$ cat config.mk
export PLATFORM = sky130hd
export DESIGN_NAME = smcfg_regs
export DESIGN_NICKNAME = d
export VERILOG_FILES = /design/src/rtl/smcfg_defs_unused_placeholder.sv /design/src/rtl/smcfg_pkg.sv /design/src/rtl/smcfg_calc.sv /design/src/rtl/smcfg_regs.sv
export VERILOG_INCLUDE_DIRS = /design/src /design/src/rtl
export SDC_FILE = /design/constraint.sdc
export NUM_CORES = 1
export LEC_CHECK = 0
export BUFFER_PORTS_ARGS = -buffer_cell sky130_fd_sc_hd__buf_2
export CAP_MARGIN = 20
export CORE_ASPECT_RATIO = 1.1
export CORE_MARGIN = 3
export CORE_UTILIZATION = 32
export CTS_CLUSTER_DIAMETER = 120
export DETAILED_ROUTE_END_ITERATION = 8
export HOLD_SLACK_MARGIN = 0.05
export PLACE_DENSITY_LB_ADDON = 0.12
export SLEW_MARGIN = 5
export SYNTH_ARGS = -nofsm -noshare
export SYNTH_HDL_FRONTEND = slang
export SYNTH_SLANG_ARGS = --single-unit
$ cat constraint.sdc
create_clock -name core_clk_i -period 9.3 [get_ports core_clk_i]
set_input_delay 2.79 -clock core_clk_i [delete_from_list [all_inputs] [get_ports core_clk_i]]
set_output_delay 2.79 -clock core_clk_i [all_outputs]
set_load 0.05 [all_outputs]
$ cat src/rtl/smcfg_defs.svh
// Constants for the synthesizer and modem configuration register bank.
// Assumes inclusion by bare name from the package and the design modules.
`ifndef SMCFG_DEFS_SVH
`define SMCFG_DEFS_SVH

// Register access port widths
`define SMCFG_AW              6
`define SMCFG_DW              8

// Register offsets
`define SMCFG_ADDR_IF_CTRL    6'h0B
`define SMCFG_ADDR_OFFSET     6'h0C
`define SMCFG_ADDR_BASE_WORD_HI    6'h0D
`define SMCFG_ADDR_BASE_WORD_MID   6'h0E
`define SMCFG_ADDR_BASE_WORD_LO    6'h0F
`define SMCFG_ADDR_BW_RATE    6'h10
`define SMCFG_ADDR_RATE_MAN   6'h11

// Reset values
`define SMCFG_RST_IF          5'h0F
`define SMCFG_RST_IF_SPARE    1'h0
`define SMCFG_RST_OFFSET      8'h00
`define SMCFG_RST_BASE_WORD_HI     6'h1E
`define SMCFG_RST_BASE_WORD_MID    8'hC4
`define SMCFG_RST_BASE_WORD_LO     8'hEC
`define SMCFG_RST_BW_E        2'h2
`define SMCFG_RST_BW_M        2'h0
`define SMCFG_RST_RATE_E      4'hC
`define SMCFG_RST_RATE_M      8'h22

// Field positions
`define SMCFG_IF_MSB          4
`define SMCFG_IF_LSB          0
`define SMCFG_IF_SPARE_BIT    5
`define SMCFG_BASE_WORD_HI_MSB     5
`define SMCFG_BASE_WORD_HI_LSB     0
`define SMCFG_BW_E_MSB        7
`define SMCFG_BW_E_LSB        6
`define SMCFG_BW_M_MSB        5
`define SMCFG_BW_M_LSB        4
`define SMCFG_RATE_E_MSB      3
`define SMCFG_RATE_E_LSB      0

// Derived value widths and scaling
`define SMCFG_WORD_W          24
`define SMCFG_DECIM_W         9
`define SMCFG_OFF_SHIFT       2
`define SMCFG_IF_SHIFT        6
`define SMCFG_BW_BASE         3'h4
`define SMCFG_BW_SCALE        3
`define SMCFG_RATE_HIDDEN     1'h1

`endif

$ cat src/rtl/smcfg_defs_unused_placeholder.sv
// Spare slot among the register bank sources; it holds no logic.
// Assumes nothing of its surroundings and may be left out of a build.

$ cat src/rtl/smcfg_pkg.sv
// Types shared by the configuration register bank and its derivation logic.
// Assumes the constants header is on the include path.
`include "smcfg_defs.svh"

package smcfg_pkg;

    // One register access from the serial interface engine
    typedef struct packed {
        logic                   wr;
        logic                   rd;
        logic [`SMCFG_AW-1:0]   addr;
        logic [`SMCFG_DW-1:0]   wdata;
    } smcfg_req_t;

    // Stored fields as seen by synthesizer and modem
    typedef struct packed {
        logic [4:0]             if_setting;
        logic [7:0]             synth_offset;
        logic [`SMCFG_WORD_W-1:0] base_word;
        logic [1:0]             bandwidth_exponent;
        logic [1:0]             bandwidth_mantissa;
        logic [3:0]             rate_exponent;
        logic [7:0]             rate_mantissa;
    } smcfg_cfg_t;

    // Values derived from the stored fields
    typedef struct packed {
        logic [`SMCFG_WORD_W-1:0]  synth_word;
        logic [`SMCFG_DECIM_W-1:0] decim_ratio;
        logic [`SMCFG_WORD_W-1:0]  rate_step;
    } smcfg_derived_t;

endpackage

$ cat src/rtl/smcfg_calc.sv
// Combinational derivation of synthesizer word, decimation and rate step.
// Assumes stored fields and receive mode come from logic on the same clock.
`timescale 1ns/1ps
`include "smcfg_defs.svh"

module smcfg_calc
    import smcfg_pkg::*;
(
    input  wire smcfg_cfg_t     cfg_i,
    input  wire logic           rx_mode_i,
    output smcfg_derived_t      drv_o
);

    // Widen an unsigned field and shift it into base-word units
    function automatic logic [`SMCFG_WORD_W-1:0] scale_up(input logic [7:0] v,
                                                          input logic [4:0] sh);
        logic [`SMCFG_WORD_W-1:0] w;
        w = {16'h0000, v};
        scale_up = w << sh;
    endfunction

    logic [`SMCFG_WORD_W-1:0] off_units;
    logic [`SMCFG_WORD_W-1:0] if_units;
    logic [`SMCFG_WORD_W-1:0] if_sub;
    logic [`SMCFG_WORD_W-1:0] rate_man9;
    logic [`SMCFG_DECIM_W-1:0] bw_div;

    // Offset steps are four base steps; sign extension keeps it two's complement
    assign off_units = {{(`SMCFG_WORD_W-8){cfg_i.synth_offset[7]}}, cfg_i.synth_offset}
                       << `SMCFG_OFF_SHIFT;
    // IF steps are 64 base steps
    assign if_units  = scale_up({3'h0, cfg_i.if_setting}, 5'(`SMCFG_IF_SHIFT));
    assign if_sub    = rx_mode_i ? if_units : '0;

    // Wraps modulo 2^24, same as the synthesizer accumulator
    assign drv_o.synth_word = cfg_i.base_word + off_units - if_sub;

    // 8*(4+m)*2^e, at most 448
    assign bw_div = {6'h00, (`SMCFG_BW_BASE + {1'b0, cfg_i.bandwidth_mantissa})}
                    << `SMCFG_BW_SCALE;
    assign drv_o.decim_ratio = bw_div << cfg_i.bandwidth_exponent;

    // Hidden ninth mantissa bit, then 2^e; the 2^28 divisor is left to the NCO
    assign rate_man9 = {15'h0000, `SMCFG_RATE_HIDDEN, cfg_i.rate_mantissa};
    assign drv_o.rate_step = rate_man9 << cfg_i.rate_exponent;

endmodule

$ cat src/rtl/smcfg_regs.sv
// Synthesizer and modem configuration register bank, with derived outputs.
// Assumes the serial interface engine runs on core_clk_i and presents one
// register access per cycle; receive mode comes from the same clock domain.
//
// How it works
// - Five-bit IF field, reset fifteen
// - Signed offset added to base word
// - Top two frequency bits read zero
// - Three bytes form 24-bit base word
// - Bandwidth exponent and mantissa set decimation
// - Four-bit rate exponent, reset twelve
// - Rate mantissa with hidden ninth bit
`timescale 1ns/1ps
`include "smcfg_defs.svh"

module smcfg_regs
    import smcfg_pkg::*;
(
    input  wire logic                    core_clk_i,
    input  wire logic                    sys_rst_i,
    input  wire logic                    ce_i,
    input  wire smcfg_req_t              req_i,
    input  wire logic                    rx_mode_i,
    output logic [`SMCFG_DW-1:0]         rdata_o,
    output logic                         rdata_valid_o,
    output logic                         if_spare_o,
    output smcfg_cfg_t                   cfg_o,
    output smcfg_derived_t               drv_o
);

    // Stored fields
    logic [4:0]              if_setting_r;
    logic [4:0]              if_setting_nxt;
    logic                    if_spare_r;
    logic                    if_spare_nxt;
    logic [7:0]              synth_offset_r;
    logic [7:0]              synth_offset_nxt;
    logic [5:0]              base_word_hi_r;
    logic [5:0]              base_word_hi_nxt;
    logic [7:0]              base_word_mid_r;
    logic [7:0]              base_word_mid_nxt;
    logic [7:0]              base_word_lo_r;
    logic [7:0]              base_word_lo_nxt;
    logic [1:0]              bw_exp_r;
    logic [1:0]              bw_exp_nxt;
    logic [1:0]              bw_man_r;
    logic [1:0]              bw_man_nxt;
    logic [3:0]              rate_exp_r;
    logic [3:0]              rate_exp_nxt;
    logic [7:0]              rate_man_r;
    logic [7:0]              rate_man_nxt;

    // Read side
    logic [`SMCFG_DW-1:0]    rdata_r;
    logic [`SMCFG_DW-1:0]    rdata_nxt;
    logic                    rvalid_r;

    // Output copies
    smcfg_cfg_t              cfg_now;
    smcfg_cfg_t              cfg_r;
    smcfg_derived_t          drv_now;
    smcfg_derived_t          drv_r;

    // Address decode
    logic                    hit_if;
    logic                    hit_off;
    logic                    hit_hi;
    logic                    hit_mid;
    logic                    hit_lo;
    logic                    hit_bw;
    logic                    hit_rate;
    logic                    sel_if;
    logic                    sel_off;
    logic                    sel_hi;
    logic                    sel_mid;
    logic                    sel_lo;
    logic                    sel_bw;
    logic                    sel_rate;
    logic [`SMCFG_DW-1:0]    wd;

    // Compare a request address against a register offset
    function automatic logic addr_is(input logic [`SMCFG_AW-1:0] a,
                                     input logic [`SMCFG_AW-1:0] reg_off);
        addr_is = (a == reg_off);
    endfunction

    // Offset match, shared so write and read decode can never disagree
    assign sel_if   = addr_is(req_i.addr, `SMCFG_ADDR_IF_CTRL);
    assign sel_off  = addr_is(req_i.addr, `SMCFG_ADDR_OFFSET);
    assign sel_hi   = addr_is(req_i.addr, `SMCFG_ADDR_BASE_WORD_HI);
    assign sel_mid  = addr_is(req_i.addr, `SMCFG_ADDR_BASE_WORD_MID);
    assign sel_lo   = addr_is(req_i.addr, `SMCFG_ADDR_BASE_WORD_LO);
    assign sel_bw   = addr_is(req_i.addr, `SMCFG_ADDR_BW_RATE);
    assign sel_rate = addr_is(req_i.addr, `SMCFG_ADDR_RATE_MAN);

    // Write strobes per register, one access at a time
    assign wd       = req_i.wdata;
    assign hit_if   = req_i.wr && sel_if;
    assign hit_off  = req_i.wr && sel_off;
    assign hit_hi   = req_i.wr && sel_hi;
    assign hit_mid  = req_i.wr && sel_mid;
    assign hit_lo   = req_i.wr && sel_lo;
    assign hit_bw   = req_i.wr && sel_bw;
    assign hit_rate = req_i.wr && sel_rate;

    // Next values; fields not addressed keep their contents
    assign if_setting_nxt   = hit_if ? wd[`SMCFG_IF_MSB:`SMCFG_IF_LSB]
                                     : if_setting_r;
    assign if_spare_nxt     = hit_if ? wd[`SMCFG_IF_SPARE_BIT] : if_spare_r;
    assign synth_offset_nxt = hit_off ? wd : synth_offset_r;
    // Bits 7:6 of the high byte have no storage, so writes there vanish
    assign base_word_hi_nxt      = hit_hi ? wd[`SMCFG_BASE_WORD_HI_MSB:`SMCFG_BASE_WORD_HI_LSB]
                                     : base_word_hi_r;
    assign base_word_mid_nxt     = hit_mid ? wd : base_word_mid_r;
    assign base_word_lo_nxt      = hit_lo ? wd : base_word_lo_r;
    assign bw_exp_nxt       = hit_bw ? wd[`SMCFG_BW_E_MSB:`SMCFG_BW_E_LSB]
                                     : bw_exp_r;
    assign bw_man_nxt       = hit_bw ? wd[`SMCFG_BW_M_MSB:`SMCFG_BW_M_LSB]
                                     : bw_man_r;
    assign rate_exp_nxt     = hit_bw ? wd[`SMCFG_RATE_E_MSB:`SMCFG_RATE_E_LSB]
                                     : rate_exp_r;
    assign rate_man_nxt     = hit_rate ? wd : rate_man_r;

    // Field storage; reset brings the documented power-up configuration
    always_ff @(posedge core_clk_i or posedge sys_rst_i) begin
        if (sys_rst_i) begin
            if_setting_r   <= `SMCFG_RST_IF;
            if_spare_r     <= `SMCFG_RST_IF_SPARE;
            synth_offset_r <= `SMCFG_RST_OFFSET;
            base_word_hi_r      <= `SMCFG_RST_BASE_WORD_HI;
            base_word_mid_r     <= `SMCFG_RST_BASE_WORD_MID;
            base_word_lo_r      <= `SMCFG_RST_BASE_WORD_LO;
            bw_exp_r       <= `SMCFG_RST_BW_E;
            bw_man_r       <= `SMCFG_RST_BW_M;
            rate_exp_r     <= `SMCFG_RST_RATE_E;
            rate_man_r     <= `SMCFG_RST_RATE_M;
        end else if (ce_i) begin
            if_setting_r   <= if_setting_nxt;
            if_spare_r     <= if_spare_nxt;
            synth_offset_r <= synth_offset_nxt;
            base_word_hi_r      <= base_word_hi_nxt;
            base_word_mid_r     <= base_word_mid_nxt;
            base_word_lo_r      <= base_word_lo_nxt;
            bw_exp_r       <= bw_exp_nxt;
            bw_man_r       <= bw_man_nxt;
            rate_exp_r     <= rate_exp_nxt;
            rate_man_r     <= rate_man_nxt;
        end
    end

    // Read mux; unmapped offsets and unused bits read as zero
    always_comb begin
        rdata_nxt = '0;
        if (sel_if) begin
            rdata_nxt = {2'b00, if_spare_r, if_setting_r};
        end else if (sel_off) begin
            rdata_nxt = synth_offset_r;
        end else if (sel_hi) begin
            rdata_nxt = {2'b00, base_word_hi_r};
        end else if (sel_mid) begin
            rdata_nxt = base_word_mid_r;
        end else if (sel_lo) begin
            rdata_nxt = base_word_lo_r;
        end else if (sel_bw) begin
            rdata_nxt = {bw_exp_r, bw_man_r, rate_exp_r};
        end else if (sel_rate) begin
            rdata_nxt = rate_man_r;
        end
    end

    // Read data is captured so the serial engine sees a stable byte
    always_ff @(posedge core_clk_i or posedge sys_rst_i) begin
        if (sys_rst_i) begin
            rdata_r  <= '0;
            rvalid_r <= 1'b0;
        end else if (ce_i) begin
            rvalid_r <= req_i.rd;
            if (req_i.rd) begin
                rdata_r <= rdata_nxt;
            end
        end
    end

    // Assemble stored fields for the consumers
    assign cfg_now.if_setting         = if_setting_r;
    assign cfg_now.synth_offset       = synth_offset_r;
    assign cfg_now.base_word          = {2'b00, base_word_hi_r, base_word_mid_r, base_word_lo_r};
    assign cfg_now.bandwidth_exponent = bw_exp_r;
    assign cfg_now.bandwidth_mantissa = bw_man_r;
    assign cfg_now.rate_exponent      = rate_exp_r;
    assign cfg_now.rate_mantissa      = rate_man_r;

    // Derived synthesizer, decimation and rate values
    smcfg_calc u_calc (
        .cfg_i     (cfg_now),
        .rx_mode_i (rx_mode_i),
        .drv_o     (drv_now)
    );

    // Output stage; one cycle of latency keeps the adder off the output path
    always_ff @(posedge core_clk_i or posedge sys_rst_i) begin
        if (sys_rst_i) begin
            cfg_r.if_setting         <= `SMCFG_RST_IF;
            cfg_r.synth_offset       <= `SMCFG_RST_OFFSET;
            cfg_r.base_word          <= {2'b00, `SMCFG_RST_BASE_WORD_HI,
                                         `SMCFG_RST_BASE_WORD_MID, `SMCFG_RST_BASE_WORD_LO};
            cfg_r.bandwidth_exponent <= `SMCFG_RST_BW_E;
            cfg_r.bandwidth_mantissa <= `SMCFG_RST_BW_M;
            cfg_r.rate_exponent      <= `SMCFG_RST_RATE_E;
            cfg_r.rate_mantissa      <= `SMCFG_RST_RATE_M;
            drv_r                    <= '0;
        end else if (ce_i) begin
            cfg_r <= cfg_now;
            drv_r <= drv_now;
        end
    end

    // Ports straight from flops
    assign rdata_o       = rdata_r;
    assign rdata_valid_o = rvalid_r;
    assign if_spare_o    = if_spare_r;
    assign cfg_o         = cfg_r;
    assign drv_o         = drv_r;

endmodule

# After elaboration in Yosys (flattened, before gate mapping)
# Cells that the tools add are included.
# W data, S select, Z words.
[op_classes]
n_addsub = 3
eq_ne = 7
shift = 2
n_mux = 8
n_reduce_logical = 15
[ops]
columns = ["cell", "count"]
rows = [
  ["$mux W8", 7],
  ["$eq A6 B4 Y1 const B", 5],
  ["$add A23 B10 Y24", 1],
  ["$shl A9 B4 Y24", 1],
  ["$sub A24 B24 Y24", 1],
  ["$reduce_and A2 Y1", 8],
  ["$eq A6 B5 Y1 const B", 2],
  ["$mux W11", 1],
  ["$shl A6 B2 Y9", 1],
  ["$logic_and A1 B1 Y1", 7],
  ["$add A3 B2 Y3 const A", 1],
]
[totals]
register_bits = 169
inputBits = 20
word_cells = 57

# Depth between registers and ports, before layout
# Gate-level depths: netlist of the first run.
[logic_depth]
word_depth = 8
mapped_depth = 12
mapped_depth_nobuf = 11

# Modules after synthesis
# A second synthesis of the first run with hierarchy kept.
[unflattened]
cells_unflattened = 809
hier_area_um2 = 9185.1
[modules_own_cells]
columns = ["mod", "n_inst", "cells_each", "area_per_inst_um2"]
rows = [
  ["smcfg_regs", 1, 461, 6920.4],
  ["smcfg_calc", 1, 348, 2264.7],
]

# Worst setup path after synthesis of the first run
# No wires, ideal clock.
[synth_timing]
path_type = "input-to-reg"
from = "input rx_mode_i"
to = "register drv_r, in the netlist drv_o[53]"
setup_time_ns = 0.126
arrival_time_ns = 5.195
required_ns = 9.174
path_slack_ns = 3.979
path_stages = 12
path_cell_list = "and2_1 fa_1 inv_1 ha_1 buf_6 o21a_1 o21bai_1 nand2_1 a41o_1 a21bo_2 mux2_1 a221o_1"
[synth_between]
elab_chain_len = 2
[synth_rtl]
columns = ["element", "line", "text"]
rows = [
  ["start, declared", "smcfg_regs.sv:23", "input wire logic rx_mode_i,"],
  ["$mux W11", "smcfg_calc.sv:33", "assign if_sub = rx_mode_i ? if_units : '0;"],
  ["$sub A24 B24 Y24", "smcfg_calc.sv:36", "assign drv_o.synth_word = cfg_i.base_word + off_units - if_sub;"],
  ["end signal, assigned", "smcfg_regs.sv:214", "drv_r <= drv_now;"],
  ["end, declared", "smcfg_regs.sv:62", "smcfg_derived_t drv_r;"],
]
# Every way passes these cells.
# A chain may end at the register's enable or synchronous reset.

# Worst setup path after layout of the first run
# Ends and elaborated chain as after synthesis.

==> reports/metrics.cfg, run 1 <==
[floorplanning]
core_sq_um = 26300
ios = 140
dieArea_sq_um = 29000
fp-row-count = 62
die_h_um = 178
initial_core_util = 0.328
chipWidth_um = 163

[timing]
clock_skew_ns = 0.0109
finalHoldViolCount = 0
final_max_slew_viol_count = 0
min_period_over_period = 0.560
fin_setup_tns_ns = 0
slew_headroom = 0.478
hold_ws_ns = 0.478
setup_viol = 0
clock.fmax_ghz = 0.192
tightest_slew_ns = 0.782
min_period_ns = 5.21
rsz0062_at_grt = false
timing.final.ws_setup_ns = 4.09

[cts]
numCtsBuffers = 17
h-tree-depth = 4
cts.sink_count = 164
clk_latency_ns = 0.43
holdBufCountCts = 0
cts_tree = built
clockBufferDepth = 2
root_buffer = clkbuf_16
clk_pin_slew_worst_paths_ns = 0.07
cts_resized = 0
cts_setup_buffers = 0

[placement]
pre_cts_ws_ns = 3.65
gp_congestion = 0.852
port_buffers = 134
hpwl_mm = 17.4

[drt]
wirelength_mm = 24.0
drt_iter0_drc = 298
dr.pass1.iters = 5
num_vias = 6235
wl_per_cell_um = 18.8
vias_per_cell = 4.88
ant_nets = 0
drcViolationCount = 0

[critical_path]
critical-path-max-stage-delay_ns = 0.48
regToRegStartpoint = synth_offset_r[7]
worstSetupEndpointType = flop
cp-start-kind = input pin
cp.depth = 12
arrival_ns = 5.53
reg2reg_to = drv_o[53]
crit_type = input pin to flop
crit_chain = buf_2, and2_1, fa_1, inv_1, ha_1, o21a_1, o21bai_1, nand2_1, a41o_1, a21bo_2, mux2_1, a221o_1
reg2reg_slack_ns = 5.74
critPathTopFamily = compound AO/OA/AOI/OAI gates
crit_buf_inv = 2
cp_max_fo = 7
cp_slowest_cell = fa_1
cp.required_ns = 9.61
r2r_cells = 11

[yosys]
syn-cell-area_sq_um = 8620
synth_top_family_by_area = multiplexers
synth_warnings = 0
synth_mux_area_frac = 0.170
syn_inst = 796
synthFlopType = dfrtp_1
synth_common_cells = dfrtp_1 (122), mux2_2 (106), inv_1 (83)
ys_seq_area_frac = 0.482
yosys.area.top_type = dfrtp_1
ys_top_cells_by_area = dfrtp_1 (35%), mux2_2 (14%), dfstp_2 (13%)
synth-simple-area-share = 0.0769
syn_area_per_cell_sq_um = 10.8
synth_edf_count = 0
synth_top_area_share = 0.354
ys_ff_latch = 164
yosys.area_share.xor_xnor = 0.0183
synth_most_common_cell = dfrtp_1
synth-compound-area-share = 0.122
ys_types = 65
async_flop_share = 1.00
synth_fa_ha_area_frac = 0.0676

[min_path]
hold_depth = 2
hold_path_startpoint = cfg_o[11]
hold_path_end = cfg_o[11]
hp-class = flop to flop

[global_routing]
grt_pass1_wl_mm = 37.1
grt_max_degree = 74
grt.total_usage = 0.168
antenna_found_initial = 0
first_global_vias = 6192
gr-total-overflow = 0

[pwr]
switching_share = 0.420
seqPwrFrac = 0.353
internal_power_uw = 1510
max-vdd-ir-drop_mv = 0.0961
share_comb_of_total_power = 0.373
power.density_nw_per_um2 = 256
power_switching_uw = 1090
power_frac_clock = 0.274
power_uw = 2600
cellLeakagePower_uw = 0.00482

[finish]
utilization = 0.387
layout.nets = 975
area_growth_pct = 17.9
antenna_cells = 0
fillers = 2656
drive_gt1_frac = 0.362

[status]
status = complete, no violations

[run]
drv_cap = 0

## registers in the layout (all words and copies together) (netlist names), 4 cells and up
signal / cells
base_word_hi_r: 6
drv_o: 54
base_word_lo_r: 8
rate_exp_r: 4
rdata_o: 8
if_setting_r: 5
synth_offset_r: 8
base_word_mid_r: 8
cfg_o: 49
rate_man_r: 8
## layout make-up
class                           instances  area, sq um  share of cell area
Tap cell                              352          440              0.0433
Clock inverter                         14          156              0.0154
Timing Repair Buffer                  140          716              0.0704
Clock buffer                           18          439              0.0432
Inverter                               85          324              0.0319
Multi-Input combinational cell        504         3940               0.387
Sequential cell                       164         4160               0.409
## stage by stage
| step | cells | cell area, sq um |
|---|---|---|
| global route | 1277 | 10200 |
| global placement | 1244 | 9570 |
| floorplan | 800 | 8640 |
| detailed placement | 1244 | 9570 |
| CTS | 1276 | 10200 |
| finish | 1277 | 10200 |
## placed cells by master (no fill, tap or decap), types with 4 or more instances in the layout
master / count
dfrtp_1: 122
xnor2_1: 10
a31oi_1: 10
inv_1: 82
nand4_1: 5
conb_1: 5
mux2i_1: 26
a22oi_1: 6
o21ai_0: 51
mux2_2: 106
o2bb2ai_1: 15
inv_8: 5
nor2_1: 40
clkbuf_16: 17
inv_6: 4
buf_2: 134
fa_1: 6
nand2b_1: 4
nand2_1: 55
dfstp_2: 42
nand3_1: 10
and2_1: 10
buf_4: 6
ha_1: 37
a21oi_1: 37
and3_1: 4
a21o_1: 8
xor2_1: 8
## how the worst max path moves through the flow
stage                   start                end  slack [ns]
floorplan           sys_rst_i  base_word_hi_r[0]        2.15
global placement    rx_mode_i          drv_o[53]        3.67
detailed placement  rx_mode_i          drv_o[53]        3.65
CTS                 rx_mode_i          drv_o[53]        4.10
global route        rx_mode_i          drv_o[54]        3.95
finish              rx_mode_i          drv_o[53]        4.09
## cells by family after synthesis
kind of cell    Yosys count
fa+ha+maj                43
compound gates          162
xor+xnor                 18
other cells               1
buf+inv                 132
simple gates            143
mux                     133
flops                   164
## metal layers
metal  up-vias  GRT usage  routed length (um)
li1       2980          -                   -
met1      3104      0.231               11200
met2       139      0.275               11600
met3        12     0.0348                 963
met4         0     0.0345                 217
met5         -          0                   0
## power groups by stage
stage | clock network [uW] | registers, uW | logic (uW)
floorplan | 0 | 1210 | 469
global placement | 0 | 935 | 983
detailed placement | 0 | 936 | 982
CTS | 736 | 923 | 988
global route | 769 | 936 | 1060
finish | 713 | 918 | 972
## worst register-to-register path: stages (launching register included)
cell	delay [ns]
dfrtp_1	0.42
inv_1	0.59
fa_1	0.53
inv_1	0.06
ha_1	0.31
o21a_1	0.22
o21bai_1	0.20
nand2_1	0.10
a41o_1	0.22
a21bo_2	0.21
mux2_1	0.32
a221o_1	0.25
Note: power is estimated with default switching activity, not from simulation.
==> run 2: changes to the inputs <==
Clock period 9.3 ns to 4.25 ns, I/O delays scaled along.
==> reports/metrics.cfg, run 2 (synthesis gave the netlist of run 1 again) <==
[critical_path]
crit_type = input pin to flop
critPathTopFamily = compound AO/OA/AOI/OAI gates
cp_max_fo = 7
cp_slowest_cell = fa_1
cp-start-kind = input pin
cp.required_ns = 4.55
arrival_ns = 4.01
critical-path-max-stage-delay_ns = 0.47
worstSetupEndpointType = flop
crit_buf_inv = 2
crit_chain = buf_2, and2_1, fa_1, inv_1, ha_1, o21a_1, o21bai_1, nand2_1, a41o_1, a21bo_2, mux2_1, a221o_1

[cts]
cts_resized = 0
cts.sink_count = 164
clk_pin_slew_worst_paths_ns = 0.07
cts_setup_buffers = 0
h-tree-depth = 4
clk_latency_ns = 0.43
clockBufferDepth = 2
numCtsBuffers = 17
holdBufCountCts = 0
root_buffer = clkbuf_16
cts_tree = built

[finish]
area_growth_pct = 18.1
largest_register_ffs = 54
multi_input_area_sq_um = 3940
seq_area_sq_um = 4160
fillers = 2658
drive_gt1_frac = 0.363
antenna_cells = 0
layout.nets = 978
final_common_cell = buf_2
mostFrequentLayoutCells = buf_2 (133), dfrtp_1 (122), mux2_2 (106)

[drt]
wirelength_mm = 24.0
dr.pass1.iters = 4
wl_per_cell_um = 18.8
num_vias = 6252
drcViolationCount = 0
drt_iter0_drc = 335
ant_nets = 0
vias_per_cell = 4.88

[global_routing]
grt_util_met2 = 0.282
grt_busiest_layer = met2
first_global_vias = 6264
grt_use_met3 = 0.0300
grt_max_degree = 127
use_met1 = 0.229
antenna_found_initial = 0
grt.total_usage = 0.169
gr-total-overflow = 0
grt_pass1_wl_mm = 37.3

[floorplanning]
initial_core_util = 0.328
chipWidth_um = 163
core_sq_um = 26300
die_h_um = 178
fp-row-count = 62
dieArea_sq_um = 29000
ios = 140

[timing]
finalHoldViolCount = 0
fin_setup_tns_ns = 0
final_max_slew_viol_count = 0
setup_viol = 0
rsz0062_at_grt = false
clock.fmax_ghz = 0.270
tightest_slew_ns = 0.752
slew_headroom = 0.499
timing.final.ws_setup_ns = 0.546
clock_skew_ns = 0.0138
min_period_over_period = 0.871
min_period_ns = 3.70

[pwr]
cellLeakagePower_uw = 0.00483
power.density_nw_per_um2 = 560
max-vdd-ir-drop_mv = 0.237

[placement]
gp_congestion = 0.835
pre_cts_ws_ns = 0.122
hpwl_mm = 17.5
port_buffers = 134

[status]
status = complete, no violations

[min_path]
hp-class = flop to flop

[run]
drv_cap = 0

## run 2: area by class of cell
type                       count  area share
inverter                      85      0.0317
multi-input combinational    504       0.386
timing repair buffer         143      0.0739
clock inverter                13      0.0133
tap                          352      0.0432
sequential                   164       0.408
clock buffer                  19      0.0435
## run 2: metal layers
| metal | wire [um] | share of wire |
|---|---|---|
| met2 | 11700 | 0.49 |
| met3 | 951 | 0.040 |
| met4 | 322 | 0.013 |
| met1 | 11100 | 0.46 |
| met5 | 0 | 0 |
## run 2: final timing paths
check / startpoint / endpoint / slack (ns) / depth (start not counted)
max: rx_mode_i / drv_o[53] / 0.55 / 12
min: cfg_o[15] / cfg_o[15] / 0.47 / 2
max reg2reg: synth_offset_r[7] / drv_o[53] / 0.93 / 11
min reg2reg: cfg_o[15] / cfg_o[15] / 0.47 / 2
max in group asynchronous: sys_rst_i / base_word_lo_r[4] / 2.64 / 3
min in group asynchronous: sys_rst_i / drv_o[19] / 1.02 / 3
## run 2: power breakdown
group / internal [uW] / switching [uW] / leakage (uW)
combinational: 676 / 1460 / 0.00259
clock: 844 / 709 / 0.000284
sequential: 1830 / 180 / 0.00196
## run 2: metrics by stage
stage          hold WS, ns  instance area [sq um]  cells  utilization  total power [uW]
2_1_floorplan        0.479                   8640    800            -              3670
3_3_place_gp         0.460                   9610   1248        0.365              4200
3_5_place_dp         0.464                   9610   1248        0.365              4210
4_1_cts              0.475                  10200   1280        0.387              5790
5_1_grt              0.508                  10200   1280        0.387              6030
6_report             0.469                  10200   1280        0.387              5700
## run 2: worst min-delay path: stages, from the launching register on
cell and delay, ns:
dfstp_2 0.37, inv_1 0.04, o21ai_0 0.06
